==> src/shared/srh_pkg.sv <==
// constants and types for the static memory host controller
// Notes on behaviour
// - A write happens while the low select and write strobe are low and the high select is high.
// - A read happens while low select and read enable are low and strobe and high select are high.
// - A write starts once all three write terms hold and ends when select or strobe rises.
// - Write data is held stable around the rising edge that ends the write.
// - A strobe-ended write with read enable low lasts at least float time plus data set-up.
// - The controller never drives the data lines while the memory may drive them.
// - For a select-controlled read the address is valid no later than the selects go active.
// - The write strobe stays high through every read.
package srh_pkg;
	localparam int ADDR_W = 17;
	localparam int DATA_W = 8;
	localparam int CLK_PERIOD_NS = 40;
	// grade figures, 70 ns grade as the safe default
	localparam int READ_CYCLE_TIME_NS = 70;
	localparam int WRITE_PULSE_NS = 55;
	localparam int WRITE_DATA_SETUP_NS = 30;
	localparam int STROBE_LOW_TO_FLOAT_NS = 25;
	localparam int ADDR_SETUP_NS = 0;
	localparam int TURN_NS = 25;
	// least times round up
	localparam int READ_CYC = (READ_CYCLE_TIME_NS + CLK_PERIOD_NS - 1) / CLK_PERIOD_NS;
	localparam int WR_MIN_NS = (WRITE_PULSE_NS > STROBE_LOW_TO_FLOAT_NS + WRITE_DATA_SETUP_NS) ?
		WRITE_PULSE_NS : STROBE_LOW_TO_FLOAT_NS + WRITE_DATA_SETUP_NS;
	localparam int WRITE_CYC = (WR_MIN_NS + CLK_PERIOD_NS - 1) / CLK_PERIOD_NS;
	localparam int TURN_CYC0 = (TURN_NS + CLK_PERIOD_NS - 1) / CLK_PERIOD_NS;
	localparam int TURN_CYC = (TURN_CYC0 < 1) ? 1 : TURN_CYC0;
	localparam int CNT_W = 4;
	localparam logic [CNT_W-1:0] CNT_ZERO = 4'h0;

	typedef struct packed {
		logic write;
		logic [ADDR_W-1:0] addr;
		logic [DATA_W-1:0] wdata;
	} srh_req_t;

	typedef struct packed {
		logic sel_n;
		logic sel;
		logic rd_en_n;
		logic wr_n;
		logic [ADDR_W-1:0] addr;
	} srh_pins_t;

	typedef enum logic [2:0] {
		ST_IDLE,
		ST_READ,
		ST_WRITE,
		ST_WHOLD,
		ST_TURN
	} srh_state_t;
endpackage : srh_pkg

==> src/rtl/srh_ctrl.sv <==
// host controller that sequences reads and writes on a static memory
`timescale 1ns/1ps
`default_nettype none
module srh_ctrl (
	input wire logic clk,
	input wire logic reset,
	input wire logic req_valid,
	output logic req_ready,
	input wire srh_pkg::srh_req_t req,
	output logic rsp_valid,
	output logic [srh_pkg::DATA_W-1:0] rsp_rdata,
	output srh_pkg::srh_pins_t pins,
	input wire logic [srh_pkg::DATA_W-1:0] dq_in,
	output logic [srh_pkg::DATA_W-1:0] dq_out,
	output logic [srh_pkg::DATA_W-1:0] dq_oe_n
);
	import srh_pkg::*;

	srh_state_t state;
	logic [CNT_W-1:0] cnt;
	logic [DATA_W-1:0] dq_meta;
	logic [DATA_W-1:0] dq_sync;
	logic drive;
	logic take;
	logic pin_sel_n;
	logic pin_sel;
	logic pin_rd_en_n;
	logic pin_wr_n;
	logic [ADDR_W-1:0] pin_addr;

	// counter at its last step
	function automatic logic count_done(input logic [CNT_W-1:0] c);
		return c == CNT_ZERO;
	endfunction

	// last cycle of a read: selects drop and the byte is taken
	function automatic logic read_last(input srh_state_t s, input logic [CNT_W-1:0] c);
		return (s == ST_READ) && count_done(c);
	endfunction

	// last cycle of the write strobe
	function automatic logic write_last(input srh_state_t s, input logic [CNT_W-1:0] c);
		return (s == ST_WRITE) && count_done(c);
	endfunction

	assign req_ready = (state == ST_IDLE);
	assign take = req_valid && req_ready;
	assign pins = '{
		sel_n: pin_sel_n,
		sel: pin_sel,
		rd_en_n: pin_rd_en_n,
		wr_n: pin_wr_n,
		addr: pin_addr
	};

	// two-stage capture of the pad inputs
	always_ff @(posedge clk or posedge reset) begin
		if (reset) begin
			dq_meta <= 8'h00;
			dq_sync <= 8'h00;
		end else begin
			dq_meta <= dq_in;
			dq_sync <= dq_meta;
		end
	end

	// access sequencer
	always_ff @(posedge clk or posedge reset) begin
		if (reset) begin
			state <= ST_IDLE;
			cnt <= CNT_ZERO;
		end else begin
			case (state)
				ST_IDLE: begin
					if (req_valid) begin
						state <= req.write ? ST_WRITE : ST_READ;
						// extra two cycles on read cover the input synchroniser
						cnt <= req.write ? CNT_W'(WRITE_CYC - 1) : CNT_W'(READ_CYC + 1);
					end
				end
				ST_READ: begin
					if (cnt == CNT_ZERO) begin
						state <= ST_TURN;
						cnt <= CNT_W'(TURN_CYC - 1);
					end else begin
						cnt <= cnt - 1'b1;
					end
				end
				ST_WRITE: begin
					if (cnt == CNT_ZERO) begin
						state <= ST_WHOLD;
					end else begin
						cnt <= cnt - 1'b1;
					end
				end
				ST_WHOLD: begin
					state <= ST_IDLE;
				end
				ST_TURN: begin
					if (cnt == CNT_ZERO) begin
						state <= ST_IDLE;
					end else begin
						cnt <= cnt - 1'b1;
					end
				end
				default: begin
					state <= ST_IDLE;
				end
			endcase
		end
	end

	// address and write data latched at request, held through the access
	always_ff @(posedge clk or posedge reset) begin
		if (reset) begin
			pin_addr <= 17'h0_0000;
			dq_out <= 8'h00;
		end else if (take) begin
			pin_addr <= req.addr;
			dq_out <= req.wdata;
		end
	end

	// both selects move together; a write keeps them one cycle past the strobe
	always_ff @(posedge clk or posedge reset) begin
		if (reset) begin
			pin_sel_n <= 1'b1;
			pin_sel <= 1'b0;
		end else if (take) begin
			pin_sel_n <= 1'b0;
			pin_sel <= 1'b1;
		end else if ((state == ST_WHOLD) || read_last(state, cnt)) begin
			pin_sel_n <= 1'b1;
			pin_sel <= 1'b0;
		end
	end

	// read drive enable stays high through writes
	always_ff @(posedge clk or posedge reset) begin
		if (reset) begin
			pin_rd_en_n <= 1'b1;
		end else if (take) begin
			pin_rd_en_n <= req.write;
		end else if (read_last(state, cnt)) begin
			pin_rd_en_n <= 1'b1;
		end
	end

	// write strobe; its rising edge ends the write
	always_ff @(posedge clk or posedge reset) begin
		if (reset) begin
			pin_wr_n <= 1'b1;
		end else if (take) begin
			pin_wr_n <= ~req.write;
		end else if (write_last(state, cnt)) begin
			pin_wr_n <= 1'b1;
		end
	end

	// data drive, released together with the selects
	always_ff @(posedge clk or posedge reset) begin
		if (reset) begin
			drive <= 1'b0;
		end else if (take) begin
			drive <= req.write;
		end else if (state == ST_WHOLD) begin
			drive <= 1'b0;
		end
	end

	assign dq_oe_n = {DATA_W{~drive}};

	// read answer
	always_ff @(posedge clk or posedge reset) begin
		if (reset) begin
			rsp_valid <= 1'b0;
			rsp_rdata <= 8'h00;
		end else begin
			rsp_valid <= read_last(state, cnt);
			if (read_last(state, cnt)) begin
				rsp_rdata <= dq_sync;
			end
		end
	end
endmodule // srh_ctrl
`default_nettype wire

==> config.mk <==
export PLATFORM = sky130hd
export DESIGN_NAME = srh_ctrl
export DESIGN_NICKNAME = d
export VERILOG_FILES = /design/src/shared/srh_pkg.sv /design/src/rtl/srh_ctrl.sv
export SDC_FILE = /design/constraint.sdc
export NUM_CORES = 1
export LEC_CHECK = 0
export BUFFER_PORTS_ARGS = -buffer_cell sky130_fd_sc_hd__buf_2
export CAP_MARGIN = 30
export CORE_MARGIN = 2
export CORE_UTILIZATION = 54
export DETAILED_ROUTE_END_ITERATION = 10
export PLACE_DENSITY = 0.85
export REMOVE_ABC_BUFFERS = 1
export SKIP_CTS_REPAIR_TIMING = 1
export SLEW_MARGIN = 20
export SYNTH_ARGS = -nofsm -noshare
export SYNTH_HDL_FRONTEND = slang
export SYNTH_SLANG_ARGS = --single-unit
==> constraint.sdc <==
create_clock -name clk -period 2.7 [get_ports clk]
set_input_delay 0.27 -clock clk [delete_from_list [all_inputs] [get_ports clk]]
set_output_delay 0.27 -clock clk [all_outputs]
set_load 0.05 [all_outputs]
======== After elaboration in Yosys (flattened, before gate mapping) ========
Index checks and enable logic that the tools add are counted.
word-level totals
  bits in registers ....................... 62
  input bits .............................. 37
  output and inout bits ................... 47
cells by class
  add/sub/neg operators ................... 1
  equal/unequal tests ..................... 9
  muxes and demuxes ....................... 21
  bitwise logic cells ..................... 2
  reduce and logical (&&, ||, !) cells .... 14
operators by type and width
  cell                                               number
  two-way mux 3 bit                                  4
  two-way mux 4 bit                                  3
  case mux 3 bit (4 select lines)                    1
  case mux 4 bit (3 select lines)                    1
  two-way mux 1 bit                                  10
  inequality test 2 bit (second input constant)      5
  nonzero test 2 bit                                 4
  == test 3 x 2 -> 1 bit (second input constant)     2
  zero test 4 bit                                    1
  two-way mux 2 bit                                  2
  AND reduction 4 bit                                1
  subtractor 4 x 1 -> 4 bit (second input constant)  1
  == test 3 x 1 -> 1 bit (second input constant)     1
  == test 3 bit (second input constant)              1
  logical AND 1 bit                                  3
  zero test 3 bit                                    1
  AND reduction 3 bit                                1
  nonzero test 3 bit                                 1
  inverter 1 bit                                     2
  OR reduction 2 bit                                 1
  logical OR 1 bit                                   1

======== Logic depth before layout (Yosys ltp) ========
  word-level depth ........................ 5
  depth in mapped cells ................... 7
  depth with buffers taken out ............ 7

======== Worst setup path after synthesis ========
Ideal clock, no wire load.
  path kind ............................... reg2out
  start ................................... register state[0]
  end ..................................... output port req_ready
  arrival time ............................ 1.887 ns
  path slack .............................. 0.543 ns
  cell stages (with the launch flop) ...... 4
  path through ............................ dfrtp_1 -> clkbuf_1 -> buf_2 -> nor3_1
between the ends
  longest elaborated chain between the ends .. 1
RTL lines
  what                    RTL line        source
  start, declared         srh_ctrl.sv:19  srh_state_t state;
  start signal, assigned  srh_ctrl.sv:76  state <= req.write ? ST_WRITE : ST_READ;
  zero test 3 bit         srh_ctrl.sv:46  assign req_ready = (state == ST_IDLE);
  end, declared           srh_ctrl.sv:8   output logic req_ready,
Every way passes these cells.

======== Worst setup path after layout ========
  start ................................... register cnt[0]
  end ..................................... register cnt[3]
between the ends
  longest elaborated chain between the ends .. 3
  elaborated cells on any way between the ends .. 7
RTL lines
  what                                                                           RTL line                         source
  start, declared                                                                srh_ctrl.sv:20                   logic [CNT_W-1:0] cnt;
  start signal, assigned                                                         srh_ctrl.sv:78                   cnt <= req.write ? CNT_W'(WRITE_CYC - 1) : CNT_W'(READ_CYC + 1);
  start signal, assigned                                                         srh_ctrl.sv:84                   cnt <= CNT_W'(TURN_CYC - 1);
  start signal, assigned                                                         srh_ctrl.sv:86                   cnt <= cnt - 1'b1;
  subtractor 4 x 1 -> 4 bit / zero test 4 bit (equally long branches)            -
  two-way mux 4 bit, or another cell as far along                                srh_ctrl.sv:90, srh_ctrl.sv:100
  case mux 4 bit (3 select lines) / AND reduction 3 bit (equally long branches)  -
Parallel ways exist; a longest one is shown, timed or not. The select of a mux whose other input is x is not followed.
A chain may end at the register's enable or synchronous reset.

==> impl_metrics.tcl <==
set metrics [dict create \
    max_freq_ghz 0.5128 \
    ys_seq_area_frac 0.6099 \
    final_cell_mix "buf_2 (83), dfrtp_1 (59), nand2_1 (27), mux2_2 (24), nor2_1 (16)" \
    rows 24 \
    dr.pass1.iters 4 \
    wl_um 4937 \
    grt-ovfl-total 0 \
    syn_avg_cell_area_um2 12.32 \
    ff2ff_path_depth 6 \
    drv_slew 0 \
    fillers 313 \
    synth_top_area_frac 0.5790 \
    startpoint_type "register" \
    critPathCaptureType "register" \
    start_util 0.5738 \
    ys_warn_count 0 \
    slowest_delay_ns 0.54 \
    skew_ns 0.008571 \
    hold_path.class "input pin to async pin" \
    finalInstanceArea_um2 3102 \
    clock_path_buffers 2 \
    routed.top_layer "met4" \
    crit_family "simple AND/OR/NAND/NOR gates" \
    critPathKind "register to register" \
    grt_usage 0.2110 \
    regArea_um2 1555 \
    port_buffers 83 \
    die-area_um2 5287 \
    die_w_um 72.72 \
    cts_sinks 62 \
    maxCapViolations 0 \
    ys_seq_elements 62 \
    place_area_um2 2942 \
    cts_made_buffers 9 \
    worst_pin_slew_ns 0.7548 \
    slew_headroom 0.4968 \
    core-area_um2 4444 \
    wl_met1_um 2033 \
    multiInputGateArea_um2 832.0 \
    crit_chain "inv_1 > ha_1 > nor3b_2 > o32ai_2 > a211o_1 > nand2_1" \
    cts_tree "yes" \
    final-setup-viol-count 0 \
    grt_pass1_vias 1750 \
    vias 1773 \
    cp.depth 6 \
    grt_max_degree 34 \
    syn_inst 207 \
    viasPerCell 5.215 \
    cp_num_buf_inv 1 \
    setup_tns_ns 0 \
    met3WireLength_um 374 \
    arrival_ns 2.22 \
    die_h_um 72.72 \
    synth_area_um2 2550 \
    synth.largest_area_cell "dfrtp_1" \
    num_io_pins 84 \
    status "finished, final reports clean" \
    route.met2.wl_um 2459 \
    period_needed_ns 1.950 \
    drt_iter0_drc 166 \
    antennaDiodeCount 0 \
    dp_hpwl_um 3491 \
    drcViolationCount 0 \
    cts_root_buf "clkbuf_8" \
    required_ns 2.97 \
    synth_area_leaders "dfrtp_1 (58%), mux2_2 (11%), nand2_1 (4.0%)" \
    clk_pin_slew_ns 0.06 \
    path_max_fanout 9 \
    final_layout_size_suffix_gt1_frac 0.4792 \
    ys_types 43 \
    cts.htree.levels 3 \
    finalCritPeriodShare 0.7222 \
    rsz0062_at_grt "no" \
    worst_hold_slack_ns 0.004436 \
    drt-wirelength-per-cell_um 14.52 \
    hold_viol_final 0 \
    antenna_found_initial 0 \
    clkLatencyLatePin_ns 0.33 \
    fin_nets 321 \
    layout.cells.most_common "buf_2" \
    area_growth_pct 21.64 \
    crit_slowest_cell "nor3b_2" \
    gp_congestion 0.8371 \
    grt_pass1_wl_um 8224 \
    ant_nets 0 \
]
[routing by layer]
metal	track usage	up-vias
met1	0.2582	860
met5	0	-
met3	0.08840	5
met4	0.09259	0
li1	-	842
met2	0.3293	66
[stage by stage]
stage	instances	worst slack [ns]	util
after global placement	324	0.8330	0.6619
after global routing	340	0.5957	0.6979
after CTS	340	0.7706	0.6979
after detailed placement	324	0.7868	0.6619
after floorplan	185	-0.3183	-
final	340	0.7500	0.6979
[synth_stat cells, drive strengths merged]
master and n:
nand4 3, nand3b 1, o32ai 2, a21boi 1
or2 1, o21a 1, o21ai 5, mux2 25
a2111oi 1, and2 1, or3b 1, a32oi 1
nand2b 1, a211o 2, ha 1, o31a 1
clkbuf 2, nor4b 1, xnor2 1, a31oi 2
nor3 4, dfrtp 59, a21oi 4, or3 1
o32a 1, clkinv 1, a22oi 1, dfstp 3
o211ai 1, buf 20, o31ai 1, nor2 16
nor2b 4, inv 7, nand2 27, nor3b 1
o22a 2
[worst reg2reg max path, cell delays in order (launching register included)]
cell	delay [ns]
dfrtp_1	0.40
inv_1	0.10
ha_1	0.20
nor3b_2	0.54
o32ai_2	0.25
a211o_1	0.34
nand2_1	0.05
[registers in the layout, summed over array words and instances (netlist names)]
register     count
state            3
dq_out           8
dq_meta          8
rsp_rdata        8
pin_wr_n         1
pin_rd_en_n      1
cnt              4
drive            1
dq_sync          8
pin_addr        17
pin_sel          1
rsp_valid        1
pin_sel_n        1
[cell families after synthesis]
kind of cell,Yosys count,share of synthesized area
fa+ha+maj,1,0.004906
buf+inv,30,0.06722
simple gates,62,0.1212
flops,62,0.6099
mux,25,0.1104
compound gates,26,0.08293
xor+xnor,1,0.003435
[cell type report]
type	instances	share of cell area
multi-input cells	115	0.2683
repair buffers	87	0.1476
flip-flops and latches	62	0.5014
inverters	8	0.01008
clock inverters	3	0.006858
clock buffers	13	0.04478
well taps	52	0.02098
[worst paths after layout]
path / startpoint / end / slack [ns]
worst max-delay path: cnt[0] / cnt[3] / 0.75
worst min-delay path: reset / pin_addr[5] / 0.004
worst max register to register: cnt[0] / cnt[3] / 0.75
worst min register to register: dq_meta[5] / dq_sync[5] / 0.35
max in group asynchronous: reset / pin_sel_n / 2.03
min in group clk: dq_in[7] / dq_meta[7] / 0.04
Power is left out: the tool's default activity adds up to more than one toggle a clock period on the data nets, which glitch-free logic cannot reach.
